===== src/common/radio_regs_pkg.sv =====
// constants for the identity, sequencer timing and override register bank
// assumes one 100 MHz clock and a synchronous active-low reset
package radio_regs_pkg;
  // register offsets on the configuration port
  localparam logic [5:0] ADDR_ID_LOW = 6'h1E;
  localparam logic [5:0] ADDR_ID_HIGH = 6'h1F;
  localparam logic [5:0] ADDR_TIME_CONST = 6'h20;
  localparam logic [5:0] ADDR_AND_MASK = 6'h21;
  localparam logic [5:0] ADDR_OR_MASK = 6'h22;
  localparam int CTRL_W = 16;
  // identity values, all arbitrary
  localparam logic [15:0] PART_NUMBER = 16'h0A51;
  localparam logic [3:0] REVISION = 4'h1;
  localparam logic [6:0] MAKER_CODE = 7'h35;
  localparam logic [3:0] MAKER_CONT = 4'h1;
  localparam logic [15:0] ID_LOW_VALUE = {PART_NUMBER[3:0], MAKER_CONT, MAKER_CODE, 1'b1};
  localparam logic [15:0] ID_HIGH_VALUE = {REVISION, PART_NUMBER[15:4]};
  // time constant field positions and reset values
  localparam int RXW_LSB = 13;
  localparam int SWL_LSB = 10;
  localparam int AMPL_LSB = 6;
  localparam int TSW_LSB = 3;
  localparam int TPA_LSB = 0;
  localparam logic [2:0] RXW_RESET = 3'h3;
  localparam logic [2:0] SWL_RESET = 3'h6;
  localparam logic [3:0] AMPL_RESET = 4'hA;
  localparam logic [2:0] TSW_RESET = 3'h2;
  localparam logic [2:0] TPA_RESET = 3'h4;
  localparam logic [15:0] TC_RESET = {RXW_RESET, SWL_RESET, AMPL_RESET, TSW_RESET, TPA_RESET};
  localparam logic [15:0] AND_RESET = 16'hFFFF;
  localparam logic [15:0] OR_RESET = 16'h0000;
  // override bit positions
  localparam int BIT_PEAK_RST_N = 15;
  localparam int BIT_GLOBAL_BIAS_POWERDOWN = 14;
  localparam int BIT_AMP_BIAS_SW = 13;
  localparam int BIT_BUF_SEL = 12;
  localparam int BIT_PRESCALER_PD = 11;
  localparam int BIT_AMP_NEG_PD = 10;
  localparam int BIT_AMP_POS_PD = 9;
  localparam int BIT_TX_CONV_PD = 8;
  localparam int BIT_CRYSTAL_PD = 7;
  localparam int BIT_CAL_OSC_PD = 6;
  localparam int BIT_CHARGE_PUMP_PD = 5;
  localparam int BIT_SYNTH_PD = 4;
  localparam int BIT_CONVERTER_PD = 3;
  localparam int BIT_VGAIN_PD = 2;
  localparam int BIT_RX_FILTER_PD = 1;
  localparam int BIT_FRONTEND_PD = 0;
  // timebase
  localparam int US_NS = 1000;
  localparam int CLK_PERIOD_NS = 10;
  localparam int CYCLES_PER_US = US_NS / CLK_PERIOD_NS;
  localparam int RX_STEP_US = 5;
  localparam logic [6:0] US_DIV_MAX = 7'(CYCLES_PER_US - 1);
  typedef enum logic [5:0] {
    ST_IDLE = 6'h01,
    ST_RX_WAIT = 6'h02,
    ST_RX_ON = 6'h04,
    ST_TX_LEAD = 6'h08,
    ST_TX_ON = 6'h10,
    ST_TX_TAIL = 6'h20
  } seq_state_e;
endpackage


===== src/common/override_if.sv =====
// carrier between the bank and its override stage
// assumes both ends run on the same clock
interface override_if;
  import radio_regs_pkg::*;
  logic [CTRL_W-1:0] internal;
  logic [CTRL_W-1:0] and_mask;
  logic [CTRL_W-1:0] or_mask;
  logic [CTRL_W-1:0] used;
  logic pair_pd;
  modport stage (input internal, input and_mask, input or_mask, output used, output pair_pd);
  modport owner (output internal, output and_mask, output or_mask, input used, input pair_pd);
endinterface


===== src/core/override_stage.sv =====
// and/or override of the internal control vector, registered
// assumes masks and internal values are synchronous to i_clk
module override_stage
  import radio_regs_pkg::*;
#(
  parameter int PAIR_A = 10,
  parameter int PAIR_B = 9
)(
  input wire logic i_clk,
  input wire logic i_rst_n,
  override_if.stage ovr
);
  typedef struct packed {
    logic [CTRL_W-1:0] used;
    logic pair_pd;
  } stage_s;
  stage_s state_reg;
  stage_s state_next;
  logic [CTRL_W-1:0] used_v;

  // used = internal and mask, or mask, every cycle
  always_comb
  begin
    used_v = (ovr.internal & ovr.and_mask) | ovr.or_mask;
    state_next.used = used_v;
    state_next.pair_pd = used_v[PAIR_A] & used_v[PAIR_B];
  end

  // register the combined vector
  always_ff @(posedge i_clk)
  begin
    if (!i_rst_n)
      state_reg <= '0;
    else
      state_reg <= state_next;
  end

  assign ovr.used = state_reg.used;
  assign ovr.pair_pd = state_reg.pair_pd;
endmodule // override_stage


===== src/core/radio_id_timing_override_regs.sv =====
// identity, sequencer time constant and override mask registers with tx/rx sequencing
// assumes register strobes from the serial port decoder, synchronous to i_clk
// Overview of operation
// - the lower identity register is read-only: low part-number nibble over the maker field.
// - the maker field holds the maker code in 7:1, continuation count in 11:8, a one in bit 0.
// - the upper identity register reads the revision over the upper twelve part-number bits.
// - after the rx chain starts, demodulator enable waits the programmed count of 5 us steps.
// - the tx/rx switch rises the programmed microseconds before tx is enabled.
// - the amplifier powers up the programmed microseconds before tx is enabled.
// - after the last chip the switch falls once its programmed delay has passed.
// - after the last chip the amplifier powers down and the modulator stops after their delay.
// - each used control bit is the internal bit and the and-mask, or the or-mask.
// - mask bits 15..8: peak reset, bias, amp switch, buffer, prescaler, amp n/p, tx dac.
// - mask bits 7..0: crystal, cal osc, charge pump, synth, adc, vga, rx filter, frontend.
// - with both amplifier path power-downs used high, the up-conversion mixers power down too.
module radio_id_timing_override_regs
  import radio_regs_pkg::*;
(
  input wire logic i_clk,
  input wire logic i_rst_n,
  input wire logic [5:0] i_reg_addr,
  input wire logic i_reg_wr,
  input wire logic i_reg_rd,
  input wire logic [15:0] i_reg_wdata,
  input wire logic i_rx_chain_on,
  input wire logic i_rx_stop,
  input wire logic i_tx_start,
  input wire logic i_tx_last_chip,
  input wire logic [15:0] i_ctrl_internal,
  output logic [15:0] o_reg_rdata,
  output logic o_demod_enable,
  output logic o_tx_enable,
  output logic o_mod_enable,
  output logic o_switch_ctrl,
  output logic o_amp_powered,
  output logic [15:0] o_used_ctrl,
  output logic o_upmix_powerdown
);
  typedef struct packed {
    seq_state_e state;
    logic [6:0] div;
    logic [5:0] us;
    logic [5:0] lead;
    logic [15:0] tc;
    logic [15:0] and_m;
    logic [15:0] or_m;
    logic [15:0] rdata;
    logic demod;
    logic tx;
    logic mod;
    logic sw;
    logic amp;
  } bank_s;

  localparam bank_s BANK_RESET = '{state: ST_IDLE, div: '0, us: '0, lead: '0, tc: TC_RESET,
    and_m: AND_RESET, or_m: OR_RESET, rdata: '0, demod: 1'b0, tx: 1'b0, mod: 1'b0,
    sw: 1'b0, amp: 1'b0};

  bank_s state_reg;
  bank_s state_next;
  logic [2:0] rx_steps;
  logic [5:0] rx_target;
  logic [5:0] sw_lead;
  logic [5:0] amp_lead;
  logic [5:0] end_sw;
  logic [5:0] end_amp;

  override_if ovr();

  // time constant fields widened to the microsecond counter
  assign rx_steps = state_reg.tc[RXW_LSB +: 3];
  assign rx_target = {3'h0, rx_steps} * 6'(RX_STEP_US);
  assign sw_lead = {3'h0, state_reg.tc[SWL_LSB +: 3]};
  assign amp_lead = {2'h0, state_reg.tc[AMPL_LSB +: 4]};
  assign end_sw = {3'h0, state_reg.tc[TSW_LSB +: 3]};
  assign end_amp = {3'h0, state_reg.tc[TPA_LSB +: 3]};

  // registers, timebase and sequencer
  always_comb
  begin
    state_next = state_reg;
    // microsecond timebase, counter saturates
    if (state_reg.div == US_DIV_MAX)
    begin
      state_next.div = '0;
      if (state_reg.us != 6'h3F)
        state_next.us = state_reg.us + 6'h01;
    end
    else
      state_next.div = state_reg.div + 7'h01;
    // writes; identity offsets fall to default and are ignored
    if (i_reg_wr)
    begin
      case (i_reg_addr)
        ADDR_TIME_CONST: state_next.tc = i_reg_wdata;
        ADDR_AND_MASK: state_next.and_m = i_reg_wdata;
        ADDR_OR_MASK: state_next.or_m = i_reg_wdata;
        default: ;
      endcase
    end
    // reads; unmapped offsets read zero
    if (i_reg_rd)
    begin
      case (i_reg_addr)
        ADDR_ID_LOW: state_next.rdata = ID_LOW_VALUE;
        ADDR_ID_HIGH: state_next.rdata = ID_HIGH_VALUE;
        ADDR_TIME_CONST: state_next.rdata = state_reg.tc;
        ADDR_AND_MASK: state_next.rdata = state_reg.and_m;
        ADDR_OR_MASK: state_next.rdata = state_reg.or_m;
        default: state_next.rdata = '0;
      endcase
    end
    // sequencer
    case (state_reg.state)
      ST_IDLE, ST_RX_WAIT, ST_RX_ON:
      begin
        if (i_tx_start)
        begin
          state_next.state = ST_TX_LEAD;
          state_next.div = '0;
          state_next.us = '0;
          state_next.demod = 1'b0;
          state_next.lead = (amp_lead >= sw_lead) ? amp_lead : sw_lead;
        end
        else if (state_reg.state == ST_IDLE)
        begin
          if (i_rx_chain_on)
          begin
            state_next.state = ST_RX_WAIT;
            state_next.div = '0;
            state_next.us = '0;
          end
        end
        else if (state_reg.state == ST_RX_WAIT)
        begin
          if (state_reg.us >= rx_target)
          begin
            state_next.demod = 1'b1;
            state_next.state = ST_RX_ON;
          end
        end
        else if (i_rx_stop)
        begin
          state_next.demod = 1'b0;
          state_next.state = ST_IDLE;
        end
      end
      ST_TX_LEAD:
      begin
        if (state_reg.us >= state_reg.lead - amp_lead)
          state_next.amp = 1'b1;
        if (state_reg.us >= state_reg.lead - sw_lead)
          state_next.sw = 1'b1;
        if (state_reg.us >= state_reg.lead)
        begin
          state_next.tx = 1'b1;
          state_next.mod = 1'b1;
          state_next.state = ST_TX_ON;
        end
      end
      ST_TX_ON:
      begin
        if (i_tx_last_chip)
        begin
          state_next.tx = 1'b0;
          state_next.div = '0;
          state_next.us = '0;
          state_next.state = ST_TX_TAIL;
        end
      end
      ST_TX_TAIL:
      begin
        if (state_reg.us >= end_sw)
          state_next.sw = 1'b0;
        if (state_reg.us >= end_amp)
        begin
          state_next.amp = 1'b0;
          state_next.mod = 1'b0;
        end
        if (!state_next.sw && !state_next.amp)
          state_next.state = ST_IDLE;
      end
      default: state_next = BANK_RESET;
    endcase
  end

  // state register
  always_ff @(posedge i_clk)
  begin
    if (!i_rst_n)
      state_reg <= BANK_RESET;
    else
      state_reg <= state_next;
  end

  // internal control vector, sequencer owns the amplifier bits
  always_comb
  begin
    ovr.internal = i_ctrl_internal;
    ovr.internal[BIT_AMP_BIAS_SW] = state_reg.sw;
    ovr.internal[BIT_BUF_SEL] = state_reg.amp;
    ovr.internal[BIT_AMP_NEG_PD] = ~state_reg.amp;
    ovr.internal[BIT_AMP_POS_PD] = ~state_reg.amp;
  end
  assign ovr.and_mask = state_reg.and_m;
  assign ovr.or_mask = state_reg.or_m;

  override_stage #(
    .PAIR_A(BIT_AMP_NEG_PD),
    .PAIR_B(BIT_AMP_POS_PD)
  ) u_override (
    .i_clk(i_clk),
    .i_rst_n(i_rst_n),
    .ovr(ovr)
  );

  // outputs straight from flops
  assign o_reg_rdata = state_reg.rdata;
  assign o_demod_enable = state_reg.demod;
  assign o_tx_enable = state_reg.tx;
  assign o_mod_enable = state_reg.mod;
  assign o_switch_ctrl = state_reg.sw;
  assign o_amp_powered = state_reg.amp;
  assign o_used_ctrl = ovr.used;
  assign o_upmix_powerdown = ovr.pair_pd;

  // helper counters for timing checks
  logic [10:0] sw_cyc;
  logic [10:0] amp_cyc;
  logic [10:0] tail_cyc;
  always_ff @(posedge i_clk)
  begin
    if (!i_rst_n)
    begin
      sw_cyc <= '0;
      amp_cyc <= '0;
      tail_cyc <= '0;
    end
    else
    begin
      sw_cyc <= state_reg.sw ? sw_cyc + 11'h001 : 11'h000;
      amp_cyc <= state_reg.amp ? amp_cyc + 11'h001 : 11'h000;
      tail_cyc <= (state_reg.tx || tail_cyc == 11'h7FF) ? 11'h000 : tail_cyc + 11'h001;
    end
  end
endmodule // radio_id_timing_override_regs


===== config.mk =====
export PLATFORM = sky130hd
export DESIGN_NAME = radio_id_timing_override_regs
export DESIGN_NICKNAME = d
export VERILOG_FILES = /design/src/common/radio_regs_pkg.sv /design/src/common/override_if.sv /design/src/core/override_stage.sv /design/src/core/radio_id_timing_override_regs.sv
export SDC_FILE = /design/constraint.sdc
export NUM_CORES = 1
export LEC_CHECK = 0
export BUFFER_PORTS_ARGS = -buffer_cell sky130_fd_sc_hd__buf_2
export CAP_MARGIN = 0
export CORE_MARGIN = 2
export CORE_UTILIZATION = 45
export CTS_BUF_LIST = sky130_fd_sc_hd__clkbuf_16
export DETAILED_ROUTE_END_ITERATION = 8
export PLACE_DENSITY = 0.61
export SYNTH_ARGS = -nofsm -noshare
export SYNTH_HDL_FRONTEND = slang
export SYNTH_SLANG_ARGS = --single-unit

===== constraint.sdc =====
create_clock -name i_clk -period 3 [get_ports i_clk]
set_input_delay 0.9 -clock i_clk [delete_from_list [all_inputs] [get_ports i_clk]]
set_output_delay 0.9 -clock i_clk [all_outputs]
set_load 0.03 [all_outputs]

After elaboration in Yosys (flattened, before gate mapping)
Index checks and enable logic that the tools add are counted.
Storage, ports and cells
  register bits: 111
  bits of input ports: 46
  output and inout bits: 38
Cells by class
  $add $sub $neg: 4
  multiply operators: 1
  order comparisons: 7
  equal/unequal tests: 26
  muxes and demuxes: 36
  bitwise gates (word level): 7
  reduce and logical (&&, ||, !) cells: 20
Operator list (number)
  $pmux W16 S5: 1
  $mux W19: 3
  $mux W6: 9
  $pmux W13 S3: 1
  $eq A6 B6 Y1 const B: 4
  $ge A6 B6 Y1: 4
  $pmux W6 S4: 1
  $eq A6 B5 Y1 const B: 3
  $and A16 B16 Y16: 1
  $or A16 B16 Y16: 1
  $ne A2 B2 Y1 const B: 7
  $reduce_and A2 Y1: 7
  $mux W1: 13
  $mux W13: 1
  $ge A6 B3 Y1: 2
  $ne A4 B4 Y1 const B: 3
  $pmux W6 S2: 1
  $ne A5 B5 Y1 const B: 2
  $pmux W3 S3: 1
  $reduce_or A4 Y1: 2
  $add A7 B1 Y7 const B: 1
  $eq A7 B7 Y1 const B: 1
  $mux W7: 1
  $add A6 B1 Y6 const B: 1
  24 further kinds: 30

Longest topological paths before layout
Gate-level depths: netlist (run 1).
  depth after elaboration: 7
  depth in mapped cells: 11
  gate-level depth less buffers: 11

Hierarchy
Synthesis (run 1) repeated with hierarchy kept, for this count alone.
Second synthesis, totals
  cell total of the unflattened synthesis: 687
  area, all modules: 5734.2 um2
Modules (own cells, without submodules)
  radio_id_timing_override_regs: times used 1, cells an instance 636, area each 5182.5 um2
  override_stage: times used 1, cells an instance 51, area each 551.8 um2

Worst setup path after synthesis (run 1)
No wires, ideal clock.
  path type: input to register
  from: input i_reg_addr[2]
  to: register state_reg (netlist bit ovr.or_mask[10])
  setup time: 0.132 ns
  arrival time: 2.378 ns
  required time: 2.868 ns
  slack: 0.490 ns
  stages: 6
  cell sequence: or4b_1 > nor3b_4 > nand2_1 > clkbuf_1 > nand2_1 > a21oi_1
Between the ends
  longest elaborated chain between the ends: 2
RTL lines
  from (decl): line radio_id_timing_override_regs.sv:21  | input wire logic [5:0] i_reg_addr,
  $eq A6 B6 Y1: line radio_id_timing_override_regs.sv:94  | case (i_reg_addr)
  $reduce_and A2 Y1 (no source line)
  to (signal assigned): line radio_id_timing_override_regs.sv:193  | state_reg <= state_next;
  to (decl): line radio_id_timing_override_regs.sv:59  | bank_s state_reg;
Every way passes these cells.
A chain may end at the register's enable or synchronous reset.

Final worst setup path (run 1)
  from: register state_reg (netlist bit rx_steps[0])
  to: register state_reg[88] (netlist bit)
Between the ends
  longest elaborated chain between the ends: 4
RTL lines
  $mul A3 B3 Y6: line radio_id_timing_override_regs.sv:72  | assign rx_target = {3'h0, rx_steps} * 6'(RX_STEP_US);
  $ge A6 B6 Y1: line radio_id_timing_override_regs.sv:136  | if (state_reg.us >= rx_target)
  $ne A5 B5 Y1 (no source line)
  $reduce_and A6 Y1 (no source line)
Every way passes these cells.

==> run summary, run 1 <==
### Run status
- **run status** completed

### Die
- **core region area** 0.0122 mm²
- **die boundary height** 116 µm
- **top-level port count** 84
- **die footprint** 0.0135 mm²
- **effective utilization at floorplan** 0.466
- **DIE WIDTH** 116 µm
- **number of standard-cell rows in the floorplan** 40

### Clock tree
- **Max H-tree Level** 3
- **Clock transition at path regs** 0.07 ns
- **hold-fix buffer count after cts** 0
- **Num CTS Buffers** 9
- **clock latency on the worst-skew pair** 0.36 ns
- **CTS tree** done
- **number of post-CTS setup repair buffers** 0
- **CTS Root Cell** sky130_fd_sc_hd__clkbuf_16
- **buffer levels on the longest clock path** 2
- **CTS Sinks** 109
- **Resized cells post-CTS** 0

### Detailed routing
- **first-pass iteration count of the detailed router** 5
- **DRC viols** 0
- **Iter 0 DRT Violations** 319
- **via count of the routed design** 5108
- **Vias per Instance** 5.55
- **Final ANT Viol Nets** 0
- **routed length per instance** 16.2 µm
- **Post-Route WL** 14900 µm

### Setup path
- **Crit. End Element** flop
- **R2R Path Start** rx_steps[0]
- **Required @ worst endpoint** 3.25 ns
- **worst setup slack for register-to-register paths** 0.57 ns
- **RR Endpoint** state_reg[88]
- **CP arrival** 2.69 ns
- **type of the worst setup path** reg2reg
- **critical path fanouts, max** 4
- **Worst R2R Path Depth** 10
- **startpoint types** flop

### Logic synthesis
- **number of enable flip-flop cells after synthesis** 0
- **ys flop type** sky130_fd_sc_hd__dfxtp_1
- **proportion of netlist area held by the largest area contributor** 0.385
- **gate count after technology mapping** 690
- **largest cells by area after synthesis** sky130_fd_sc_hd__dfxtp_1 39%, sky130_fd_sc_hd__ha_1 9.5%, sky130_fd_sc_hd__nand2_1 7.3%, sky130_fd_sc_hd__a21oi_1 6.3%, sky130_fd_sc_hd__nor2_1 3.6%
- **sequential-to-total area share from yosys stat** 0.385
- **flip-flop and latch count after synthesis** 109
- **most used standard cells in the synthesized netlist** 110 x sky130_fd_sc_hd__nand2_1, 109 x sky130_fd_sc_hd__dfxtp_1, 71 x sky130_fd_sc_hd__a21oi_1
- **proportion of synthesized flip-flops having asynchronous set or reset** 0
- **Synth cell types** 59
- **number of warnings reported in the yosys synthesis log** 0
- **average footprint of a synthesized cell** 8.21 µm²
- **cell with the most instances after synthesis** sky130_fd_sc_hd__nand2_1
- **combined area of all synthesized cells** 0.00566 mm²
- **post-synth top area cell** sky130_fd_sc_hd__dfxtp_1
- **Syn Nets** 781

### Run
- **max cap viols** 0

### Timing
- **remaining max-slew budget at the tightest pin** 0.380
- **Fmax** 411 MHz
- **Setup Skew** 0.00800 ns
- **Slew @ Worst Pin** 0.919 ns
- **total of endpoints with negative setup slack in the final report** 0
- **RSZ-0062 raised after global routing** no
- **time the final worst path needs with I/O delays and setup** 2.43 ns
- **number of hold-slack violations in the final timing report** 0
- **Final Max Slew Viols** 0
- **setup TNS after final layout** 0 ns
- **final cycle utilization of the critical path** 0.812

### Hold path
- **Min-Delay Endpoint** state_reg[81]
- **Min-Delay Path Depth** 1
- **Hold Path Class** reg2reg
- **worst hold path startpoint** state_reg[81]

### Pwr
- **post-layout total power** 3.28 mW
- **cell leakage power** 2.83 nW
- **worst-case vdd ir drop** 0.364 mV
- **power per unit of standard cell area** 509 mW/mm²

### Global routing
- **GR Util All Layers** 0.233
- **wire length of the first global-routing pass** 24300 µm
- **via count of the first global-routing pass** 4882
- **remaining global-route overflow** 0
- **number of antenna violations at the first check in global routing** 0
- **maximum number of pins on one net before global-route repair** 41

### Placed design
- **GPL Wtd Cong** 0.902
- **DP Wirelength** 11000 µm
- **Port Buffer Count** 79

### Layout
- **number of nets in the layout** 839
- **area overhead of the layout relative to synthesis** 13.9%
- **final antenna diode count** 0
- **flip-flop count of the largest register after layout** 26
- **layout cells sized above 1** 0.173

==> final cells by class <==
class,instances,area (µm²)
clock buffer,9,225
clock inverter,7,81.3
fill,1168,5710
inverter,35,131
multi-input combinational,496,3080
sequential,109,2180
tap,168,210
timing repair buffer,97,543
==> worst max-delay path by stage <==
stage	end	slack, ns	startpoint
2_1_floorplan	ovr.or_mask[10]	0.49	i_reg_addr[2]
3_3_place_gp	ovr.and_mask[7]	0.25	i_reg_addr[2]
3_5_place_dp	ovr.and_mask[9]	0.20	i_reg_addr[2]
4_1_cts	state_reg[88]	0.55	rx_steps[2]
5_1_grt	state_reg[88]	0.42	state_reg[75]
6_report	state_reg[88]	0.57	rx_steps[0]
==> report_power, final <==
part,internal [mW],leakage (nW),total [mW],switching [mW]
Sequential,1.49,0.886,1.53,0.0446
Clock,0.662,0.148,1.25,0.592
Combinational,0.169,1.80,0.496,0.328
Total,2.32,2.83,3.28,0.964
==> critical path, cell delays in order (launching register included) <==
cell,delay (ns)
sky130_fd_sc_hd__dfxtp_1,0.35
sky130_fd_sc_hd__ha_1,0.21
sky130_fd_sc_hd__ha_1,0.17
sky130_fd_sc_hd__ha_1,0.26
sky130_fd_sc_hd__inv_1,0.04
sky130_fd_sc_hd__ha_1,0.26
sky130_fd_sc_hd__o211a_1,0.18
sky130_fd_sc_hd__a211oi_2,0.08
sky130_fd_sc_hd__nor4b_1,0.46
sky130_fd_sc_hd__and3_4,0.25
sky130_fd_sc_hd__o21ai_1,0.06
==> cell families (layout without fill, tap and decap cells) <==
family          Yosys count  count (layout)  share of synthesized area
flops                   109             109                      0.385
compound gates          175             175                      0.194
buf+inv                  85             148                     0.0727
simple gates            254             254                      0.209
mux                       8               8                     0.0152
fa+ha+maj                45              45                      0.102
xor+xnor                 14              14                     0.0216
==> cell usage in the layout (no fill, tap or decap), drive strengths merged, types with 10 or more instances in the layout <==
cell / synthesis / routed
inv: 35 / 38
nand3: 29 / 29
nor2b: 10 / 10
ha: 43 / 43
dfxtp: 109 / 109
o211ai: 12 / 12
a211oi: 19 / 19
buf: 29 / 97
nand2: 110 / 110
a21oi: 71 / 71
o21ai: 30 / 30
nor2: 56 / 56
==> metal layers <==
| layer | global-route usage | up-vias | share of wire |
|---|---|---|---|
| met5 | 0 | - | 0 |
| met4 | 0.0960 | 0 | 0.022 |
| met2 | 0.368 | 157 | 0.46 |
| met1 | 0.320 | 2413 | 0.46 |
| li1 | - | 2513 | - |
| met3 | 0.0374 | 25 | 0.058 |
==> metrics by stage <==
step	instances	hold slack [ns]	area [µm²]	utilization	worst slack, ns
final	921	0.439	6450	0.530	0.565
after global routing	921	0.472	6450	0.530	0.425
after CTS	921	0.444	6450	0.530	0.551
after detailed placement	905	0.434	6140	0.505	0.204
after global placement	905	0.425	6140	0.505	0.251
after floorplan	690	0.413	5660	-	0.490
Note: power is estimated with default switching activity, not from simulation.
==> run 2: changes to the inputs <==
--- a/config.mk
+++ b/config.mk
@@ -5,6 +5,7 @@
 export SDC_FILE = /design/constraint.sdc
 export NUM_CORES = 1
 export LEC_CHECK = 0
+export ABC_AREA = 1
 export BUFFER_PORTS_ARGS = -buffer_cell sky130_fd_sc_hd__buf_2
 export CAP_MARGIN = 0
 export CORE_MARGIN = 2
==> constraint.sdc (replaced) <==
create_clock -name i_clk -period 2.3 [get_ports i_clk]
set_input_delay 0.69 -clock i_clk [delete_from_list [all_inputs] [get_ports i_clk]]
set_output_delay 0.69 -clock i_clk [all_outputs]
set_load 0.03 [all_outputs]
==> run summary, run 2 <==
### Layout
- **most common cell after layout, fill and taps aside** sky130_fd_sc_hd__nand2_1, unchanged
- **area overhead of the layout relative to synthesis** 15.6%, was 13.9%
- **commonest cells after routing, fill and taps aside** 193 x sky130_fd_sc_hd__nand2_1, 103 x sky130_fd_sc_hd__dfxtp_1, 101 x sky130_fd_sc_hd__inv_1, 79 x sky130_fd_sc_hd__buf_2, 67 x sky130_fd_sc_hd__nand3_1, was 110 x sky130_fd_sc_hd__nand2_1, 109 x sky130_fd_sc_hd__dfxtp_1, 79 x sky130_fd_sc_hd__buf_2, 70 x sky130_fd_sc_hd__a21oi_1, 55 x sky130_fd_sc_hd__nor2_1
- **final antenna diode count** 0, unchanged
- **flip-flop count of the largest register after layout** 26, unchanged
- **number of nets in the layout** 975, was 839
- **layout cells sized above 1** 0.217, was 0.173

### Die
- **core region area** 0.0131 mm², was 0.0122 mm²
- **top-level port count** 84, unchanged
- **effective utilization at floorplan** 0.457, was 0.466
- **number of standard-cell rows in the floorplan** 42, was 40
- **die footprint** 0.0142 mm², was 0.0135 mm²
- **die boundary height** 119 µm, was 116 µm
- **DIE WIDTH** 119 µm, was 116 µm

### Setup path
- **CP arrival** 2.48 ns, was 2.69 ns
- **startpoint types** flop, unchanged
- **R2R Path Start** state_reg[64], was rx_steps[0]
- **type of the worst setup path** reg2reg, unchanged
- **cell chain of the critical path** inv_2, buf_4, fa_2, a211o_1, ha_1, nand2_1, nor2_1, a21oi_1, nand3_1, a21oi_1, nor3_1, was ha_1, ha_1, ha_1, inv_1, ha_1, o211a_1, a211oi_2, nor4b_1, and3_4, o21ai_1
- **Worst R2R Path Depth** 11, was 10
- **cell repeated most along the worst path** sky130_fd_sc_hd__a21oi_1, was sky130_fd_sc_hd__ha_1
- **Worst Setup SP** state_reg[64], was rx_steps[0]
- **Slowest cell on crit path** sky130_fd_sc_hd__fa_2, was sky130_fd_sc_hd__nor4b_1
- **critical path fanouts, max** 3, was 4
- **Crit. End Element** flop, unchanged
- **Critical Path Max Stage Delay** 0.40 ns, was 0.46 ns
- **Required @ worst endpoint** 2.53 ns, was 3.25 ns
- **worst setup slack for register-to-register paths** 0.06 ns, was 0.57 ns
- **RR Endpoint** o_switch_ctrl, was state_reg[88]

### Clock tree
- **CTS Sinks** 109, unchanged
- **buffer levels on the longest clock path** 2, unchanged
- **Num CTS Buffers** 9, unchanged
- **hold-fix buffer count after cts** 0, unchanged
- **clock latency on the worst-skew pair** 0.35 ns, was 0.36 ns
- **number of post-CTS setup repair buffers** 0, unchanged
- **CTS Root Cell** sky130_fd_sc_hd__clkbuf_16, unchanged
- **Max H-tree Level** 3, unchanged
- **CTS tree** done, unchanged
- **Clock transition at path regs** 0.07 ns, about the same

### Logic synthesis
- **largest cells by area after synthesis** sky130_fd_sc_hd__dfxtp_1 36%, sky130_fd_sc_hd__nand2_1 12%, sky130_fd_sc_hd__ha_1 9.0%, sky130_fd_sc_hd__inv_1 6.4%, sky130_fd_sc_hd__a21oi_2 5.9%, was sky130_fd_sc_hd__dfxtp_1 39%, sky130_fd_sc_hd__ha_1 9.5%, sky130_fd_sc_hd__nand2_1 7.3%, sky130_fd_sc_hd__a21oi_1 6.3%, sky130_fd_sc_hd__nor2_1 3.6%
- **sequential-to-total area share from yosys stat** 0.365, was 0.385
- **number of enable flip-flop cells after synthesis** 0, unchanged
- **post-synth top area cell** sky130_fd_sc_hd__dfxtp_1, unchanged
- **proportion of synthesized flip-flops having asynchronous set or reset** 0, unchanged
- **proportion of netlist area held by the largest area contributor** 0.365, was 0.385
- **gate count after technology mapping** 810, was 690
- **most used standard cells in the synthesized netlist** 194 x sky130_fd_sc_hd__nand2_1, 109 x sky130_fd_sc_hd__dfxtp_1, 102 x sky130_fd_sc_hd__inv_1, was 110 x sky130_fd_sc_hd__nand2_1, 109 x sky130_fd_sc_hd__dfxtp_1, 71 x sky130_fd_sc_hd__a21oi_1
- **Synth cell types** 42, was 59
- **cell with the most instances after synthesis** sky130_fd_sc_hd__nand2_1, unchanged
- **average footprint of a synthesized cell** 7.38 µm², was 8.21 µm²
- **flip-flop and latch count after synthesis** 109, unchanged
- **number of warnings reported in the yosys synthesis log** 0, unchanged
- **Syn Nets** 901, was 781
- **combined area of all synthesized cells** 0.00598 mm², was 0.00566 mm²
- **ys flop type** sky130_fd_sc_hd__dfxtp_1, unchanged

### Timing
- **Slew @ Worst Pin** 0.703 ns, was 0.919 ns
- **time the final worst path needs with I/O delays and setup** 2.24 ns, was 2.43 ns
- **final cycle utilization of the critical path** 0.976, was 0.812
- **remaining max-slew budget at the tightest pin** 0.530, was 0.380
- **total of endpoints with negative setup slack in the final report** 0, unchanged
- **setup TNS after final layout** 0 ns, unchanged
- **RSZ-0062 raised after global routing** yes, was no
- **number of hold-slack violations in the final timing report** 0, unchanged
- **Final Max Slew Viols** 0, unchanged
- **Setup Skew** 0.00807 ns, was 0.00800 ns
- **Fmax** 445 MHz, was 411 MHz

### Pwr
- **cell-internal power** 3.23 mW, was 2.32 mW
- **fraction of power consumed by sequential logic** 0.402, was 0.467
- **fraction of power consumed by the clock network** 0.278, was 0.382
- **worst-case vdd ir drop** 0.375 mV, was 0.364 mV
- **proportion of power drawn by combinational gates** 0.320, was 0.151
- **Switching Power** 1.98 mW, was 0.964 mW
- **power per unit of standard cell area** 752 mW/mm², was 509 mW/mm²
- **cell leakage power** 3.25 nW, was 2.83 nW
- **switching share of power** 0.380, was 0.294
- **post-layout total power** 5.20 mW, was 3.28 mW

### Global routing
- **remaining global-route overflow** 0, unchanged
- **number of antenna violations at the first check in global routing** 0, unchanged
- **GR Util All Layers** 0.228, was 0.233
- **via count of the first global-routing pass** 5124, was 4882
- **maximum number of pins on one net before global-route repair** 27, was 41
- **wire length of the first global-routing pass** 25800 µm, was 24300 µm

### Detailed routing
- **routed length per instance** 14.9 µm, was 16.2 µm
- **first-pass iteration count of the detailed router** 5, unchanged
- **DRC viols** 0, unchanged
- **Post-Route WL** 15900 µm, was 14900 µm
- **Vias per Instance** 5.21, was 5.55
- **Iter 0 DRT Violations** 325, was 319
- **via count of the routed design** 5545, was 5108
- **Final ANT Viol Nets** 0, unchanged

### Placed design
- **GPL Wtd Cong** 0.857, was 0.902
- **DP Wirelength** 11900 µm, was 11000 µm
- **Port Buffer Count** 79, unchanged

### Run
- **max cap viols** 0, unchanged

### Hold path
- **worst hold path startpoint** state_reg[81], unchanged
- **Hold Path Class** reg2reg, unchanged
- **Min-Delay Path Depth** 1, unchanged
- **Min-Delay Endpoint** state_reg[81], unchanged

### Run status
- **run status** completed, unchanged

-- run 2: critical path, delay by kind of cell (launching register included) --
kind	cells	cell delay [ns]
compound gates	3	0.59
flops	1	0.34
fa+ha+maj	2	0.68
buf+inv	2	0.20
simple gates	4	0.30
-- run 2: logic make-up after synthesis --
group                    share of synthesized area
flip-flops                                   0.365
AND/OR/NAND/NOR                              0.249
adder cells (fa/ha/maj)                     0.0967
XOR/XNOR                                    0.0132
AO/OA/AOI/OAI                                0.168
buffers and inverters                        0.109
-- run 2: timing repair --
action	4_1_cts	5_1_grt
pin swaps	0	10
endpoints found under the hold margin	0	0
resized for setup	1	25
setup endpoints to repair	1	4
-- run 2: stage by stage --
step / cell area, µm² / utilization / hold WS (ns) / std cells / setup slack [ns]
after floorplan: 5980 / - / 0.418 / 810 / 0.162
after global placement: 6570 / 0.502 / 0.425 / 1049 / -0.00145
after detailed placement: 6570 / 0.502 / 0.441 / 1049 / -0.0157
after CTS: 6840 / 0.523 / 0.457 / 1065 / 0.0352
after global routing: 6910 / 0.528 / 0.486 / 1065 / -0.103
final: 6910 / 0.528 / 0.456 / 1065 / 0.0552
-- run 2: worst max path at each step --
stage,to,depth (start not counted)
final,o_switch_ctrl,11
after global routing,o_switch_ctrl,12
after CTS,o_switch_ctrl,12
after detailed placement,o_switch_ctrl,13
after global placement,o_switch_ctrl,13
after floorplan,o_switch_ctrl,13
-- run 2: layout make-up --
type                    count  area, µm²
flip-flops and latches    109       2190
repair buffers            106        623
inverters                 105        394
well taps                 176        220
clock inverters             7       42.5
clock buffers               9        225
fillers                  1275       6170
multi-input cells         553       3220
-- run 2: metal layers --
layer	wire [µm]	vias to the layer above	global-route usage
met1	7810	2572	0.335
met3	836	17	0.0330
met5	0	-	0
li1	-	2793	-
met2	6990	163	0.340
met4	264	0	0.0818
-- run 2: power groups by stage --
stage | sequential (mW) | combinational [mW] | clock, mW
detailed placement | 2.13 | 1.63 | 0
global placement | 2.12 | 1.61 | 0
floorplan | 2.23 | 1.10 | 0
CTS | 2.09 | 1.64 | 1.47
finish | 2.09 | 1.67 | 1.45
global route | 2.10 | 1.84 | 1.56
==> run 3: changes to the inputs <==
==> constraint.sdc (replaced) <==
create_clock -name i_clk -period 2.9 [get_ports i_clk]
set_input_delay 0.87 -clock i_clk [delete_from_list [all_inputs] [get_ports i_clk]]
set_output_delay 0.87 -clock i_clk [all_outputs]
set_load 0.03 [all_outputs]
==> run summary, run 3 (synthesized netlist as in run 2, its figures left out) <==
### Timing
- **RSZ-0062 raised after global routing** no, was yes
- **final cycle utilization of the critical path** 0.862, was 0.976
- **Final Max Slew Viols** 0, unchanged
- **setup TNS after final layout** 0 ns, unchanged
- **Fmax** 400 MHz, was 445 MHz
- **Min Hold Slack** 0.440 ns, was 0.456 ns
- **Setup Skew** 0.0101 ns, was 0.00807 ns
- **number of hold-slack violations in the final timing report** 0, unchanged
- **remaining max-slew budget at the tightest pin** 0.243, was 0.530
- **time the final worst path needs with I/O delays and setup** 2.50 ns, was 2.24 ns
- **total of endpoints with negative setup slack in the final report** 0, unchanged
- **Slew @ Worst Pin** 1.13 ns, was 0.703 ns

### Detailed routing
- **first-pass iteration count of the detailed router** 5, unchanged
- **via count of the routed design** 5456, was 5545
- **Post-Route WL** 15600 µm, was 15900 µm
- **DRC viols** 0, unchanged
- **Vias per Instance** 5.19, was 5.21
- **Final ANT Viol Nets** 0, unchanged
- **routed length per instance** 14.8 µm, was 14.9 µm
- **Iter 0 DRT Violations** 399, was 325

### Setup path
- **cell chain of the critical path** inv_1, ha_1, nand2_1, nor2_1, a211oi_1, xor2_1, ha_1, a21oi_1, nor2_1, a21oi_1, nand3_1, a21oi_1, nor3_1, was inv_2, buf_4, fa_2, a211o_1, ha_1, nand2_1, nor2_1, a21oi_1, nand3_1, a21oi_1, nor3_1
- **Critical Path Max Stage Delay** 0.36 ns, was 0.40 ns
- **R2R Path Start** state_reg[65], was state_reg[64]
- **CP delay by family, top** compound AO/OA/AOI/OAI gates, was adder cells
- **worst setup slack for register-to-register paths** 0.40 ns, was 0.06 ns
- **RR Endpoint** o_switch_ctrl, unchanged
- **startpoint types** flop, unchanged
- **CP arrival** 2.74 ns, was 2.48 ns
- **cell repeated most along the worst path** sky130_fd_sc_hd__a21oi_1, unchanged
- **Worst R2R Path Depth** 13, was 11
- **Crit. End Element** flop, unchanged
- **number of buffers and inverters on the critical path** 1, was 2
- **type of the worst setup path** reg2reg, unchanged
- **Slowest cell on crit path** sky130_fd_sc_hd__dfxtp_1, was sky130_fd_sc_hd__fa_2
- **critical path fanouts, max** 4, was 3
- **Required @ worst endpoint** 3.14 ns, was 2.53 ns

### Die
- **top-level port count** 84, unchanged
- **effective utilization at floorplan** 0.457, unchanged
- **DIE WIDTH** 119 µm, unchanged
- **die footprint** 0.0142 mm², unchanged
- **core region area** 0.0131 mm², unchanged
- **die boundary height** 119 µm, unchanged
- **number of standard-cell rows in the floorplan** 42, unchanged

### Global routing
- **maximum number of pins on one net before global-route repair** 41, was 27
- **wire length of the first global-routing pass** 25100 µm, was 25800 µm
- **GR Util All Layers** 0.223, was 0.228
- **via count of the first global-routing pass** 5066, was 5124
- **remaining global-route overflow** 0, unchanged
- **number of antenna violations at the first check in global routing** 0, unchanged

### Pwr
- **cell leakage power** 3.18 nW, was 3.25 nW
- **worst-case vdd ir drop** 0.287 mV, was 0.375 mV
- **power per unit of standard cell area** 619 mW/mm², was 752 mW/mm²
- **post-layout total power** 4.17 mW, was 5.20 mW

### Hold path
- **Hold Path Class** reg2reg, unchanged
- **worst hold path startpoint** o_mod_enable, was state_reg[81]
- **Min-Delay Path Depth** 2, was 1
- **Min-Delay Endpoint** o_mod_enable, was state_reg[81]

### Clock tree
- **Clock transition at path regs** 0.08 ns, was 0.07 ns
- **Num CTS Buffers** 9, unchanged
- **Resized cells post-CTS** 0, was 1
- **CTS Root Cell** sky130_fd_sc_hd__clkbuf_16, unchanged
- **CTS tree** done, unchanged
- **buffer levels on the longest clock path** 2, unchanged
- **number of post-CTS setup repair buffers** 0, unchanged
- **clock latency on the worst-skew pair** 0.36 ns, was 0.35 ns
- **hold-fix buffer count after cts** 0, unchanged
- **CTS Sinks** 109, unchanged
- **Max H-tree Level** 3, unchanged

### Layout
- **final antenna diode count** 0, unchanged
- **area overhead of the layout relative to synthesis** 12.7%, was 15.6%
- **flip-flop count of the largest register after layout** 26, unchanged
- **commonest cells after routing, fill and taps aside** 194 x sky130_fd_sc_hd__nand2_1, 109 x sky130_fd_sc_hd__dfxtp_1, 102 x sky130_fd_sc_hd__inv_1, 79 x sky130_fd_sc_hd__buf_2, 68 x sky130_fd_sc_hd__nand3_1, was 193 x sky130_fd_sc_hd__nand2_1, 103 x sky130_fd_sc_hd__dfxtp_1, 101 x sky130_fd_sc_hd__inv_1, 79 x sky130_fd_sc_hd__buf_2, 67 x sky130_fd_sc_hd__nand3_1
- **multi-input gate area in the final layout** 0.00315 mm², was 0.00322 mm²
- **layout cells sized above 1** 0.182, was 0.217
- **number of nets in the layout** 962, was 975
- **fraction of the core area covered by cells at the end of the flow** 0.515, was 0.528
- **fill count** 1295, was 1275
- **most common cell after layout, fill and taps aside** sky130_fd_sc_hd__nand2_1, unchanged
- **FF/Latch Area** 0.00218 mm², was 0.00219 mm²

### Run status
- **run status** completed, unchanged

### Placed design
- **Port Buffer Count** 79, unchanged
- **GPL Wtd Cong** 0.858, was 0.857
- **DP Wirelength** 11600 µm, was 11900 µm

### Run
- **max cap viols** 0, unchanged

run 3: changes by cell type in the layout (fill, tap and decap cells not counted), sizes merged:
cell,before,now
buf,106,93
inv,109,107
bufinv,0,1
clkinv,3,2
clkinvlp,0,1
run 3: final cells by class:
class | count | area share
clock buffers | 9 | 0.0334
repair buffers | 93 | 0.0742
flip-flops and latches | 109 | 0.324
inverters | 105 | 0.0585
clock inverters | 6 | 0.0106
multi-input cells | 553 | 0.467
well taps | 176 | 0.0327
run 3: worst min-delay path, cell delays in order, from the launching register on:
cell	delay, ns
sky130_fd_sc_hd__dfxtp_1	0.31
sky130_fd_sc_hd__inv_1	0.04
sky130_fd_sc_hd__a21oi_1	0.05
run 3: metal layers:
| layer | share of wire | GRT usage |
|---|---|---|
| met1 | 0.49 | 0.317 |
| met4 | 0.012 | 0.0677 |
| met2 | 0.44 | 0.338 |
| met3 | 0.064 | 0.0489 |
| met5 | 0 | 0 |
run 3: report_power, final:
group          switching (mW)  internal, mW  leakage (nW)
logic                   0.897         0.343          2.15
registers              0.0738          1.59         0.886
clock network           0.593         0.677         0.144
total                    1.56          2.61          3.18
run 3: worst max-delay path by stage:
stage,start,to,cells past startpoint
3_3_place_gp,i_reg_addr[2],ovr.or_mask[2],7
4_1_cts,state_reg[65],o_switch_ctrl,13
2_1_floorplan,state_reg[65],o_switch_ctrl,13
6_report,state_reg[65],o_switch_ctrl,13
3_5_place_dp,i_reg_addr[2],ovr.or_mask[8],7
5_1_grt,state_reg[65],o_switch_ctrl,13
run 3: per-stage QoR:
stage	std cells	instance area, µm²	setup WS (ns)
finish	1051	6740	0.401
global route	1051	6740	0.142
CTS	1051	6740	0.409
detailed placement	1036	6440	0.251
global placement	1036	6440	0.294
floorplan	810	5980	0.762
